## config.mk

```make
export PLATFORM = sky130hd
export DESIGN_NAME = ext_arith_unit
export DESIGN_NICKNAME = d
export VERILOG_FILES = /design/src/rtl/ext_arith_pkg.sv /design/src/rtl/ext_arith_unit.sv /design/src/rtl/step_counter.sv
export SDC_FILE = /design/constraint.sdc
export NUM_CORES = 1
export LEC_CHECK = 0
export BUFFER_PORTS_ARGS = -buffer_cell sky130_fd_sc_hd__buf_2
export CAP_MARGIN = 20
export CORE_UTILIZATION = 52
export DETAILED_ROUTE_END_ITERATION = 12
export PLACE_DENSITY = 0.8
export SLEW_MARGIN = 20
export SYNTH_ARGS = -nofsm -noshare
export SYNTH_HDL_FRONTEND = slang
export SYNTH_SLANG_ARGS = --single-unit
```

## constraint.sdc

```tcl
create_clock -name i_clock -period 2.73 [get_ports i_clock]
set_clock_uncertainty 0.1 [all_clocks]
set_input_delay 0.546 -clock i_clock [delete_from_list [all_inputs] [get_ports i_clock]]
set_output_delay 0.546 -clock i_clock [all_outputs]
set_load 0.01 [all_outputs]
```

## src/rtl/ext_arith_pkg.sv

```systemverilog
// constants, types and register map for the extended arithmetic unit
package ext_arith_pkg;
  localparam int WORD_W = 12;
  localparam int SC_W = 5;
  localparam int IR_W = 3;
  // timing
  localparam int CLOCK_NS = 10;
  localparam int AT_PERIOD_NS = 450;
  localparam int AT_CYCLES = AT_PERIOD_NS / CLOCK_NS;
  localparam int LOAD_NS = 100;
  localparam int LOAD_CYCLES = (LOAD_NS + CLOCK_NS - 1) / CLOCK_NS;
  localparam logic [5:0] AT_LAST = 6'(AT_CYCLES - 1);
  localparam logic [3:0] LOAD_COUNT = 4'(LOAD_CYCLES);
  // buffer bit positions (bit 00 is the most significant)
  localparam int MB_OWN_A = 3;
  localparam int MB_OWN_B = 11;
  localparam int MB_IR_LO = 8;
  localparam int MB_IR_HI = 10;
  localparam int MB_SCL_ZERO = 9;
  localparam int MB_SCL_ONE = 10;
  localparam int MB_SC_LO = 7;
  localparam int MB_SC_HI = 11;
  // instruction_reg codes, bits 08..10
  localparam logic [IR_W-1:0] IR_NORMALIZE = 3'h4;
  localparam logic [IR_W-1:0] IR_STEP_LOAD = 3'h1;
  localparam logic [IR_W-1:0] IR_MULTIPLY = 3'h2;
  localparam logic [IR_W-1:0] IR_DIVIDE = 3'h3;
  localparam logic [IR_W-1:0] IR_RESET = 3'h0;
  localparam logic [WORD_W-1:0] WORD_ZERO = 12'h000;
  // register map
  localparam logic [7:0] ADR_PRIMARY = 8'h00;
  localparam logic [7:0] ADR_QUOTIENT = 8'h04;
  localparam logic [7:0] ADR_STATUS = 8'h08;
  localparam int STAT_IR_LO = 5;
  localparam int STAT_BUSY = 8;
  localparam int STAT_SCALED = 9;
  localparam int STAT_PAUSE = 10;
  localparam logic [31:0] DATA_ZERO = 32'h0000_0000;
  // processor side carriers
  typedef struct packed {
    logic fetch;
    logic execute;
    logic operate;
    logic tp3;
    logic tp4;
    logic [0:WORD_W-1] mb;
  } cpu_in_t;
  typedef struct packed {
    logic arith_begin;
    logic arith_start_n;
    logic pause_set;
    logic goto_execute;
    logic end_pulse;
    logic already_scaled_n;
    logic load_strobe;
  } cpu_out_t;
  typedef enum logic [1:0] {
    ST_IDLE = 2'b01,
    ST_RUN = 2'b10
  } arith_state_t;
endpackage

```

## src/rtl/ext_arith_unit.sv

```systemverilog
// normalize and step-count load path of the extended arithmetic unit, with wishbone registers
`timescale 1ns/10ps
module ext_arith_unit (
  // clock and reset
  input wire logic i_clock,
  input wire logic i_reset,
  // wishbone slave
  input wire logic i_wb_cyc,
  input wire logic i_wb_stb,
  input wire logic i_wb_we,
  input wire logic [7:0] i_wb_adr,
  input wire logic [3:0] i_wb_sel,
  input wire logic [31:0] i_wb_dat,
  output logic [31:0] o_wb_dat,
  output logic o_wb_ack,
  // processor side
  input wire ext_arith_pkg::cpu_in_t i_cpu,
  output ext_arith_pkg::cpu_out_t o_cpu
);
  ext_arith_pkg::arith_state_t state_q;
  logic [0:ext_arith_pkg::WORD_W-1] primary_q;
  logic [0:ext_arith_pkg::WORD_W-1] quotient_q;
  logic [0:ext_arith_pkg::WORD_W-1] primary_shift;
  logic [0:ext_arith_pkg::WORD_W-1] quotient_shift;
  logic [ext_arith_pkg::IR_W-1:0] instr_q;
  logic [0:ext_arith_pkg::SC_W-1] shift_count;
  logic [0:ext_arith_pkg::SC_W-1] mb_count_src;
  logic [5:0] at_div_q;
  logic at_pulse_q;
  logic [3:0] strobe_cnt_q;
  logic [3:0] strobe_len_q;
  ext_arith_pkg::cpu_out_t cpu_q;
  logic scaled;
  logic running;
  logic own_fetch;
  logic nmi_fire;
  logic nmi_start;
  logic scl_go;
  logic arith_begin_now;
  logic mul_div_pending;
  logic scl_fire;
  logic shift_fire;
  logic end_fire;
  logic bus_req;
  logic bus_write;
  logic [0:ext_arith_pkg::WORD_W-1] wr_word;
  logic [5:0] shifts_seen_q;

  // own-instruction decode, shared by the fetch paths
  function automatic logic arith_instr_decode(input ext_arith_pkg::cpu_in_t c);
    arith_instr_decode = c.fetch & c.operate & c.mb[ext_arith_pkg::MB_OWN_A] & c.mb[ext_arith_pkg::MB_OWN_B];
  endfunction

  // byte-lane merge of a 12-bit register from a 32-bit write
  function automatic logic [0:ext_arith_pkg::WORD_W-1] merge_word(input logic [0:ext_arith_pkg::WORD_W-1] old,
                                                                  input logic [31:0] dat,
                                                                  input logic [3:0] sel);
    logic [11:0] v;
    v = old;
    if (sel[0]) begin
      v[7:0] = dat[7:0];
    end
    if (sel[1]) begin
      v[11:8] = dat[11:8];
    end
    merge_word = v;
  endfunction

  // normalized test tree, evaluated every cycle
  assign scaled = (primary_q[0] ^ primary_q[1]) ||
                  (primary_q[2:ext_arith_pkg::WORD_W-1] == 10'h000 && quotient_q == ext_arith_pkg::WORD_ZERO);

  // one long left shift with zero fill
  assign primary_shift = {primary_q[1:ext_arith_pkg::WORD_W-1], quotient_q[0]};
  assign quotient_shift = {quotient_q[1:ext_arith_pkg::WORD_W-1], 1'b0};

  // decode of fetch and execute events
  assign running = (state_q == ext_arith_pkg::ST_RUN);
  assign own_fetch = (state_q == ext_arith_pkg::ST_IDLE) && arith_instr_decode(i_cpu) && i_cpu.tp3;
  assign nmi_fire = own_fetch &&
                    (i_cpu.mb[ext_arith_pkg::MB_IR_LO:ext_arith_pkg::MB_IR_HI] == ext_arith_pkg::IR_NORMALIZE);
  assign nmi_start = nmi_fire && !scaled;
  assign scl_go = own_fetch && !i_cpu.mb[ext_arith_pkg::MB_SCL_ZERO] && i_cpu.mb[ext_arith_pkg::MB_SCL_ONE];
  assign arith_begin_now = i_cpu.execute && i_cpu.operate;
  assign mul_div_pending = (instr_q == ext_arith_pkg::IR_MULTIPLY) || (instr_q == ext_arith_pkg::IR_DIVIDE);
  assign scl_fire = arith_begin_now && !running && !mul_div_pending && i_cpu.tp3;
  assign shift_fire = running && at_pulse_q && !scaled;
  assign end_fire = running && at_pulse_q && scaled;

  // complemented word tail for the count load
  assign mb_count_src = ~i_cpu.mb[ext_arith_pkg::MB_SC_LO:ext_arith_pkg::MB_SC_HI];

  // bus decode
  assign bus_req = i_wb_cyc && i_wb_stb && !o_wb_ack;
  assign bus_write = bus_req && i_wb_we && !running;
  assign wr_word = merge_word((i_wb_adr == ext_arith_pkg::ADR_PRIMARY) ? primary_q : quotient_q, i_wb_dat, i_wb_sel);

  // shift_count register
  step_counter u_count (
    .i_clock(i_clock),
    .i_reset(i_reset),
    .i_clear(nmi_fire),
    .i_increment(shift_fire),
    .i_load(scl_fire),
    .i_load_value(mb_count_src),
    .o_count(shift_count)
  );

  // sequencer and instruction_reg
  always_ff @(posedge i_clock) begin
    if (i_reset) begin
      state_q <= ext_arith_pkg::ST_IDLE;
      instr_q <= ext_arith_pkg::IR_RESET;
    end else begin
      unique case (state_q)
        ext_arith_pkg::ST_IDLE: begin
          if (own_fetch) begin
            instr_q <= i_cpu.mb[ext_arith_pkg::MB_IR_LO:ext_arith_pkg::MB_IR_HI];
          end
          if (nmi_start) begin
            state_q <= ext_arith_pkg::ST_RUN;
          end
        end
        ext_arith_pkg::ST_RUN: begin
          if (end_fire) begin
            state_q <= ext_arith_pkg::ST_IDLE;
          end
        end
        default: begin
          state_q <= ext_arith_pkg::ST_IDLE;
        end
      endcase
    end
  end

  // operand registers: bus loads while idle, left shift per step
  always_ff @(posedge i_clock) begin
    if (i_reset) begin
      primary_q <= ext_arith_pkg::WORD_ZERO;
      quotient_q <= ext_arith_pkg::WORD_ZERO;
    end else if (shift_fire) begin
      // carry bit is neither shifted in nor kept
      primary_q <= primary_shift;
      quotient_q <= quotient_shift;
    end else if (bus_write && i_wb_adr == ext_arith_pkg::ADR_PRIMARY) begin
      primary_q <= wr_word;
    end else if (bus_write && i_wb_adr == ext_arith_pkg::ADR_QUOTIENT) begin
      quotient_q <= wr_word;
    end
  end

  // arithmetic time pulse divider, runs only during timing
  always_ff @(posedge i_clock) begin
    if (i_reset) begin
      at_div_q <= 6'h00;
      at_pulse_q <= 1'b0;
    end else if (running && !end_fire) begin
      at_pulse_q <= (at_div_q == ext_arith_pkg::AT_LAST);
      at_div_q <= (at_div_q == ext_arith_pkg::AT_LAST) ? 6'h00 : at_div_q + 6'h01;
    end else begin
      at_div_q <= 6'h00;
      at_pulse_q <= 1'b0;
    end
  end

  // load strobe stretcher, one strobe per step
  always_ff @(posedge i_clock) begin
    if (i_reset) begin
      strobe_cnt_q <= 4'h0;
      cpu_q.load_strobe <= 1'b0;
    end else if (shift_fire) begin
      strobe_cnt_q <= ext_arith_pkg::LOAD_COUNT;
      cpu_q.load_strobe <= 1'b1;
    end else if (strobe_cnt_q > 4'h1) begin
      strobe_cnt_q <= strobe_cnt_q - 4'h1;
    end else begin
      strobe_cnt_q <= 4'h0;
      cpu_q.load_strobe <= 1'b0;
    end
  end

  // processor control outputs
  always_ff @(posedge i_clock) begin
    if (i_reset) begin
      cpu_q.arith_begin <= 1'b0;
      cpu_q.arith_start_n <= 1'b1;
      cpu_q.pause_set <= 1'b0;
      cpu_q.goto_execute <= 1'b0;
      cpu_q.end_pulse <= 1'b0;
      cpu_q.already_scaled_n <= 1'b0;
    end else begin
      cpu_q.arith_begin <= nmi_start || arith_begin_now;
      cpu_q.arith_start_n <= !nmi_start;
      cpu_q.goto_execute <= scl_go;
      cpu_q.end_pulse <= end_fire;
      cpu_q.already_scaled_n <= scaled;
      if (nmi_start) begin
        cpu_q.pause_set <= 1'b1;
      end else if (end_fire) begin
        cpu_q.pause_set <= 1'b0;
      end
    end
  end

  assign o_cpu = cpu_q;

  // wishbone answer, one wait state, unmapped reads return zero
  always_ff @(posedge i_clock) begin
    if (i_reset) begin
      o_wb_ack <= 1'b0;
      o_wb_dat <= ext_arith_pkg::DATA_ZERO;
    end else begin
      o_wb_ack <= bus_req;
      o_wb_dat <= ext_arith_pkg::DATA_ZERO;
      if (bus_req && !i_wb_we) begin
        unique case (i_wb_adr)
          ext_arith_pkg::ADR_PRIMARY: o_wb_dat[11:0] <= primary_q;
          ext_arith_pkg::ADR_QUOTIENT: o_wb_dat[11:0] <= quotient_q;
          ext_arith_pkg::ADR_STATUS: begin
            o_wb_dat[4:0] <= shift_count;
            o_wb_dat[ext_arith_pkg::STAT_IR_LO +: ext_arith_pkg::IR_W] <= instr_q;
            o_wb_dat[ext_arith_pkg::STAT_BUSY] <= running;
            o_wb_dat[ext_arith_pkg::STAT_SCALED] <= scaled;
            o_wb_dat[ext_arith_pkg::STAT_PAUSE] <= cpu_q.pause_set;
          end
          default: o_wb_dat <= ext_arith_pkg::DATA_ZERO;
        endcase
      end
    end
  end

  // helper: shifts done in the current normalize
  always_ff @(posedge i_clock) begin
    if (i_reset || nmi_fire) begin
      shifts_seen_q <= 6'h00;
    end else if (shift_fire) begin
      shifts_seen_q <= shifts_seen_q + 6'h01;
    end
  end

  // helper: cycles the load strobe has stood high so far
  always_ff @(posedge i_clock) begin
    if (i_reset || !o_cpu.load_strobe) begin
      strobe_len_q <= 4'h0;
    end else begin
      strobe_len_q <= strobe_len_q + 4'h1;
    end
  end
endmodule

```

## src/rtl/step_counter.sv

```systemverilog
// five-bit shift_count register with clear, increment and complement load
`timescale 1ns/10ps
module step_counter (
  // clock and reset
  input wire logic i_clock,
  input wire logic i_reset,
  // controls
  input wire logic i_clear,
  input wire logic i_increment,
  input wire logic i_load,
  input wire logic [0:ext_arith_pkg::SC_W-1] i_load_value,
  // state
  output logic [0:ext_arith_pkg::SC_W-1] o_count
);
  // clear wins, then load, then count up; bit 0 is the high-order bit
  always_ff @(posedge i_clock) begin
    if (i_reset) begin
      o_count <= 5'h00;
    end else if (i_clear) begin
      o_count <= 5'h00;
    end else if (i_load) begin
      o_count <= i_load_value;
    end else if (i_increment) begin
      o_count <= o_count + 5'h01;
    end
  end
endmodule

```

# Word level (Yosys, flattened, before mapping)
# Cells that the tools add are included.
# totals
reg_bits,85
output_inout_bits,40
# op_classes
magnitude_cmp,1
addsub,3
mux,21
eq_ne,12
bitwise_logic,9
reduce_logical,50
# ops
operator,count
$mux W12,6
$pmux W11 S3,1
$logic_and A1 B1 Y1,22
$logic_not A12 Y1,1
$mux W4,3
$logic_not A10 Y1,1
$mux W5,2
$eq A8 B3 Y1 const B,1
$eq A8 B4 Y1 const B,1
$logic_not A1 Y1,8
$logic_not A8 Y1,1
$mux W8,1
$reduce_and A2 Y1,4
$reduce_bool A2 Y1,4
$reduce_or A2 Y1,4
$add A6 B1 Y6 const B,1
$eq A3 B2 Y1 const B,2
$eq A6 B6 Y1 const B,1
$ne A2 B2 Y1 const B,3
$reduce_or A3 Y1,2
$add A5 B1 Y5 const B,1
$not A5 Y5,1
$gt A4 B1 Y1 const B,1
$mux W1,4
other kinds (12),20

# Longest topological paths before layout
# Gate-level depths: netlist (run 1).
# logic_depth
ltp_word,9
ltp_mapped,8
mapped_depth_nobuf,7

# Hierarchy
# Synthesis (run 1) repeated with hierarchy kept, for this count alone.
# unflattened
hier_cells,400
area_unflattened_um2,3400.8
# modules_own_cells
mod,n_inst,area_each_um2,cells_per_inst,seq_area_each_um2
ext_arith_unit,1,3159.3,372,1201.2
step_counter,1,241.5,28,100.1

# Worst setup path after synthesis (run 1)
# Ideal clock, no wire load.
# synth_path
kind,in2reg
start,input i_wb_adr[1]
end,register quotient_q[11] (netlist bit)
path_slack_ps,453
cell_stages,8
required_time_ps,2498
arrival_time_ps,2045
setup_ps,132
cell_sequence,or4_1 buf_2 nor4_4 and3_1 buf_6 buf_8 mux2i_1 nor3_2
# synth_between
elab_chain_len,4
elab_cells_between_ends,8
# synth_lines
element,line,source
from (decl),ext_arith_unit.sv:11,"input wire logic [7:0] i_wb_adr,"
$logic_not A8 Y1,"ext_arith_unit.sv:96, ext_arith_unit.sv:145",
$logic_and A1 B1 Y1,ext_arith_unit.sv:145,end else if (bus_write && i_wb_adr == ext_arith_pkg::ADR_PRIMARY) begin
$not A1 Y1 (no line),--,
$reduce_and A2 Y1 (no line),--,
to (signal assigned),ext_arith_unit.sv:140,quotient_q <= ext_arith_pkg::WORD_ZERO;
to (signal assigned),ext_arith_unit.sv:144,quotient_q <= quotient_shift;
to (signal assigned),ext_arith_unit.sv:148,quotient_q <= wr_word;
to (decl),ext_arith_unit.sv:22,logic [0:ext_arith_pkg::WORD_W-1] quotient_q;
# Several ways; a longest one is shown, not always the timed one.
# A chain may end at the register's enable or synchronous reset.

# Worst setup path in the final report (run 1)
# layout_path
start,register quotient_q[3] (netlist bit)
end,register primary_q[2] (netlist bit)
# layout_between
elab_chain_len,6
elab_cells_between_ends,7
# layout_lines
element,line,source
$logic_not A12 Y1 (*),ext_arith_unit.sv:71,(primary_q[2:ext_arith_pkg::WORD_W-1] == 10'h000 && quotient_q == ext_arith_pkg::WORD_ZERO);
$logic_and A1 B1 Y1 (*),ext_arith_unit.sv:71,
$logic_or A1 B1 Y1 (*),ext_arith_unit.sv:70,assign scaled = (primary_q[0] ^ primary_q[1]) ||
$logic_not A1 Y1 (*),ext_arith_unit.sv:87,assign shift_fire = running && at_pulse_q && !scaled;
$logic_and A1 B1 Y1 (*),ext_arith_unit.sv:87,
$mux W12 or $reduce_bool A2 Y1 (tied branches),--,
to (signal assigned),ext_arith_unit.sv:139,primary_q <= ext_arith_pkg::WORD_ZERO;
to (signal assigned),ext_arith_unit.sv:143,primary_q <= primary_shift;
to (signal assigned),ext_arith_unit.sv:146,primary_q <= wr_word;
to (decl),ext_arith_unit.sv:21,logic [0:ext_arith_pkg::WORD_W-1] primary_q;
# Mark *: on every way between the ends. The rest lies on a longest branch, timed or not.

==> flow_metrics.env, run 1 <==
export IMPL_io_buffers=56
export IMPL_max_cap_violations=0
export IMPL_synth_largest_area_cell="dfxtp_1"
export IMPL_critical_path_class="reg2reg"
export IMPL_synthArstFlopShare=0
export IMPL_cts_buffers=9
export IMPL_syn_area_mm2=0.00350
export IMPL_finalSetupViolations=0
export IMPL_hp_class="reg2reg"
export IMPL_die_x_um=84.0
export IMPL_ir_worst_vdd_mv=0.428
export IMPL_nNetsFinal=558
export IMPL_wl_per_cell_um=15.1
export IMPL_vias_per_cell=5.84
export IMPL_ios=106
export IMPL_max_freq_mhz=423
export IMPL_avgSynthCellArea_um2=8.10
export IMPL_via_count=3321
export IMPL_insertion_delay_ps=340
export IMPL_critPathLaunchType="flip-flop"
export IMPL_arrival_ps=2520
export IMPL_wirelength_um=8570
export IMPL_run_status="complete, but fails checks"
export IMPL_area_delta_synth_final_pct=14.1
export IMPL_ys_warn_count=0
export IMPL_final_core_util=0.621
export IMPL_rsz0062_at_grt="false"
export IMPL_grt_pass1_wl_um=14300
export IMPL_drtIter0Drc=390
export IMPL_syn_inst=432
export IMPL_antennaDiodeCount=0
export IMPL_drive_gt1_frac=0.209
export IMPL_antenna_found_initial=0
export IMPL_violations="design-rule violations"
export IMPL_dp_hpwl_um=6010
export IMPL_synth_top_area_share=0.372
export IMPL_post_cts_resized=0
export IMPL_crit_required_ps=2880
export IMPL_synth_area_leaders="dfxtp_1, nor2_1, mux2i_1"
export IMPL_clk_pin_slew_ps=70
export IMPL_first_global_vias=3150
export IMPL_hold_viol=0
export IMPL_ys_flop_type="dfxtp_1"
export IMPL_cts_sinks=65
export IMPL_grt_use_total=0.254
export IMPL_slew_headroom=0.489
export IMPL_initial_utilization=0.545
export IMPL_cts_tree="built"
export IMPL_num_rows=29
export IMPL_yosysSeqAreaShare=0.372
export IMPL_cp_end_kind="flip-flop"
export IMPL_postRouteAntennaNets=0
export IMPL_clockBufferDepth=2
export IMPL_worst_path_max_fanout=20
export IMPL_gp_congestion=0.854
export IMPL_die_y_um=84.0
export IMPL_maxSlewViolCount=0
export IMPL_ys_types=57
export IMPL_tightest_slew_ps=765
export IMPL_finalCritPeriodShare=0.866
export IMPL_ys_ff_latch=65
export IMPL_finalCriticalPeriod_ps=2360
export IMPL_cts_root_buf="clkbuf_8"
export IMPL_dieArea_mm2=0.00706
export IMPL_grt_overflow_total=0
export IMPL_drtPass1Iterations=9
export IMPL_core_mm2=0.00642
export IMPL_setup_tns_ps=0
export IMPL_drc=6
export IMPL_p_leak_nw=1.62
export IMPL_synth_edf_count=0
export IMPL_powerDensity_mw_per_mm2=524
export IMPL_postCtsHoldBufs=0
export IMPL_grt_max_degree=28
export IMPL_post_cts_repair_setup_buffers=0
export IMPL_htreeDepth=3
==> routing by layer <==
layer | track usage | share of wire | vias to the layer above
met3 | 0.0682 | 0.073 | 12
li1 | - | - | 1601
met2 | 0.414 | 0.48 | 140
met4 | 0.0893 | 0.014 | 0
met5 | 0 | 0 | -
met1 | 0.322 | 0.43 | 1568
==> registers in the layout, summed over array words and instances, names as in the netlist <==
register	flops
at_div_q	6
u_count.o_count	5
o_wb_ack	1
primary_q	12
state_q	2
quotient_q	12
instr_q	3
at_pulse_q	1
strobe_cnt_q	4
o_cpu	7
o_wb_dat	12
==> worst paths after layout <==
path | startpoint | endpoint | slack [ps] | cells after the start
worst min-delay path | at_div_q[0] | at_div_q[0] | 360 | 1
worst max register to register | quotient_q[3] | primary_q[2] | 370 | 6
worst max-delay path | quotient_q[3] | primary_q[2] | 370 | 6
worst min register to register | at_div_q[0] | at_div_q[0] | 360 | 1
==> where the power goes <==
group | switching (mW) | internal, mW
registers | 0.0253 | 0.980
clock network | 0.367 | 0.443
logic | 0.157 | 0.119
total | 0.549 | 1.54
==> area by class of cell <==
cell class                 instances  area [um2]
multi-input combinational        320        1910
clock buffer                      11         141
fill                             595        2430
sequential                        65        1300
clock inverter                     5        55.1
inverter                          21        78.8
timing repair buffer              70         410
tap                               77        96.3
==> cells by family (layout without fill, tap and decap cells) <==
kind of cell	count (synthesis)	in the layout	synth area share
simple gates	180	180	0.269
compound gates	89	89	0.165
buf+inv	66	107	0.103
flops	65	65	0.372
mux	20	20	0.0572
xor+xnor	6	6	0.0150
fa+ha+maj	5	5	0.0179
other cells	1	20	0.00107
==> layout by cell type (no fill, tap or decap), types with 5 or more instances in the layout <==
master     n
buf_4     12
nand3_1   26
nor3_1    19
nor4_2     7
conb_1    20
nand2_1   26
o211a_1    6
nor2_1    60
ha_1       5
dfxtp_1   65
a22oi_1    6
buf_2     56
o21ai_0   16
a21oi_1   30
nand4_1    5
mux2i_1   20
a31oi_1   10
clkbuf_8  10
inv_1     21
nor4_1    10
==> critical path, cell delays in order, from the launching register on <==
cell      delay, ps
dfxtp_1         360
or4_1           590
nor3_2          260
a21o_1          360
buf_4           320
nor2_1           60
a211oi_1        230
==> Yosys cell counts, types with 3 or more instances <==
library cell	count
nor2b_1	3
a21oi_1	30
nor3_1	19
ha_1	5
mux2i_1	20
a31oi_1	10
buf_4	22
nor2_1	60
inv_1	21
nor4_2	7
nand4_1	5
dfxtp_1	65
o21ai_0	16
o211a_1	6
xnor2_1	4
nand2_1	26
buf_2	9
a22oi_1	6
and3_1	4
nand3_1	26
clkbuf_1	10
nor4_1	10
==> through the flow <==
| step | worst slack [ps] | hold WS [ps] | cell area, um2 | instances | power (mW) |
|---|---|---|---|---|---|
| 6_report | 365 | 357 | 3990 | 569 | 2.09 |
| 5_1_grt | 228 | 385 | 3990 | 569 | 2.18 |
| 4_1_cts | 400 | 363 | 3990 | 569 | 2.10 |
| 3_5_place_dp | 207 | 346 | 3790 | 553 | 1.30 |
| 3_3_place_gp | 249 | 339 | 3790 | 553 | 1.28 |
| 2_1_floorplan | 453 | 326 | 3570 | 451 | 1.24 |
Power figures use the tool's default switching activity.
==> inputs of run 2 (changes only) <==
CORE_UTILIZATION = 39   (was 52)
MAX_ROUTING_LAYER = met4   (was unset)
PLACE_DENSITY = 0.62   (was 0.8)
==> flow_metrics.env, run 2 (synthesized netlist as in run 1, its figures left out) <==
export IMPL_run_status="finished clean"
export IMPL_tightest_slew_ps=735
export IMPL_slew_headroom=0.509
export IMPL_r2r_slack_ps=500
export IMPL_cts_root_buf="clkbuf_8"
export IMPL_area_delta_synth_final_pct=15.3
export IMPL_post_cts_resized=0
export IMPL_rsz0062_at_grt="false"
export IMPL_antennaDiodeCount=0
export IMPL_final_common_cell="dfxtp_1"
export IMPL_worst_path_max_fanout=30
export IMPL_dp_hpwl_um=6260
export IMPL_finalSetupViolations=0
export IMPL_arrival_ps=2400
export IMPL_drtIter0Drc=162
export IMPL_finalCritPeriodShare=0.817
export IMPL_grt_pass1_wl_um=14800
export IMPL_ios=106
export IMPL_ir_worst_vdd_mv=0.417
export IMPL_drc=0
export IMPL_cts_sinks=65
export IMPL_hp_class="reg2reg"
export IMPL_wl_per_cell_um=14.7
export IMPL_clockBufferDepth=2
export IMPL_postRouteAntennaNets=0
export IMPL_cts_buffers=9
export IMPL_io_buffers=56
export IMPL_nNetsFinal=557
export IMPL_via_count=3186
export IMPL_first_global_vias=3074
export IMPL_post_cts_repair_setup_buffers=0
export IMPL_wirelength_um=8800
export IMPL_final_cells=599
export IMPL_die_x_um=96.7
export IMPL_clk_pin_slew_ps=80
export IMPL_insertion_delay_ps=340
export IMPL_crit_required_ps=2900
export IMPL_postCtsHoldBufs=0
export IMPL_critPathLaunchType="flip-flop"
export IMPL_p_total_mw=2.08
export IMPL_finalCriticalPeriod_ps=2230
export IMPL_grt_use_total=0.200
export IMPL_grt_overflow_total=0
export IMPL_gp_congestion=0.799
export IMPL_max_freq_mhz=448
export IMPL_dp_cells=583
export IMPL_powerDensity_mw_per_mm2=517
export IMPL_htreeDepth=3
export IMPL_drtPass1Iterations=4
export IMPL_final_core_util=0.462
export IMPL_dieArea_mm2=0.00935
export IMPL_p_leak_nw=1.63
export IMPL_vias_per_cell=5.32
export IMPL_cts_tree="built"
export IMPL_initial_utilization=0.401
export IMPL_drive_gt1_frac=0.210
export IMPL_most_common_layout_cells="dfxtp_1, nor2_1, buf_2, a21oi_1"
export IMPL_maxSlewViolCount=0
export IMPL_cp_end_kind="flip-flop"
export IMPL_antenna_found_initial=0
export IMPL_setup_tns_ps=0
export IMPL_grt_max_degree=31
export IMPL_reg_largest_list="o_wb_dat x12, primary_q x12, quotient_q x12"
export IMPL_die_y_um=96.7
export IMPL_core_mm2=0.00872
export IMPL_critical_path_class="reg2reg"
export IMPL_max_cap_violations=0
export IMPL_num_rows=34
export IMPL_hold_viol=0
[run 2: cell types whose count changed in the layout (fill, tap and decap cells not counted)]
cell | previous run | this run
inv_6 | 0 | 1
clkbuf_8 | 10 | 9
clkinv_2 | 2 | 3
clkinv_4 | 0 | 1
clkbuf_1 | 1 | 0
clkinvlp_4 | 2 | 1
buf_12 | 2 | 3
buf_4 | 12 | 10
[run 2: area by class of cell]
| class | instances | area, um2 |
|---|---|---|
| fillers | 885 | 4690 |
| multi-input cells | 320 | 1910 |
| flip-flops and latches | 65 | 1300 |
| repair buffers | 69 | 415 |
| well taps | 108 | 135 |
| clock buffers | 9 | 124 |
| inverters | 21 | 78.8 |
| clock inverters | 7 | 70.1 |
[run 2: metrics by stage]
stage | setup slack, ps | hold slack (ps) | instance area (um2)
after CTS | 524 | 360 | 4030
final | 498 | 360 | 4030
after detailed placement | 192 | 348 | 3840
after floorplan | 453 | 326 | 3570
after global placement | 250 | 338 | 3840
after global routing | 351 | 352 | 4030
[run 2: layer usage]
layer | vias up | global-route usage | wire length, um
met5 | - | - | 0
li1 | 1602 | - | -
met2 | 81 | 0.310 | 4030
met1 | 1492 | 0.261 | 4140
met4 | 0 | 0.0436 | 106
met3 | 11 | 0.0549 | 528
[run 2: critical path, stage by stage (launching register included)]
cell,delay (ps)
dfxtp_1,360
or4_1,570
nor3_2,250
a21o_1,360
buf_12,240
nand3_1,110
a21oi_1,180
[run 2: final timing paths]
kind                 start            to  depth (start not counted)
max          quotient_q[3]  primary_q[5]                          6
min reg2reg    at_div_q[0]   at_div_q[0]                          1
max reg2reg  quotient_q[3]  primary_q[5]                          6
min            at_div_q[0]   at_div_q[0]                          1
[run 2: power breakdown]
group	switching [mW]	leakage (nW)	internal [mW]
logic	0.149	1.00	0.119
clock network	0.390	0.0994	0.421
registers	0.0265	0.525	0.979
total	0.566	1.63	1.52
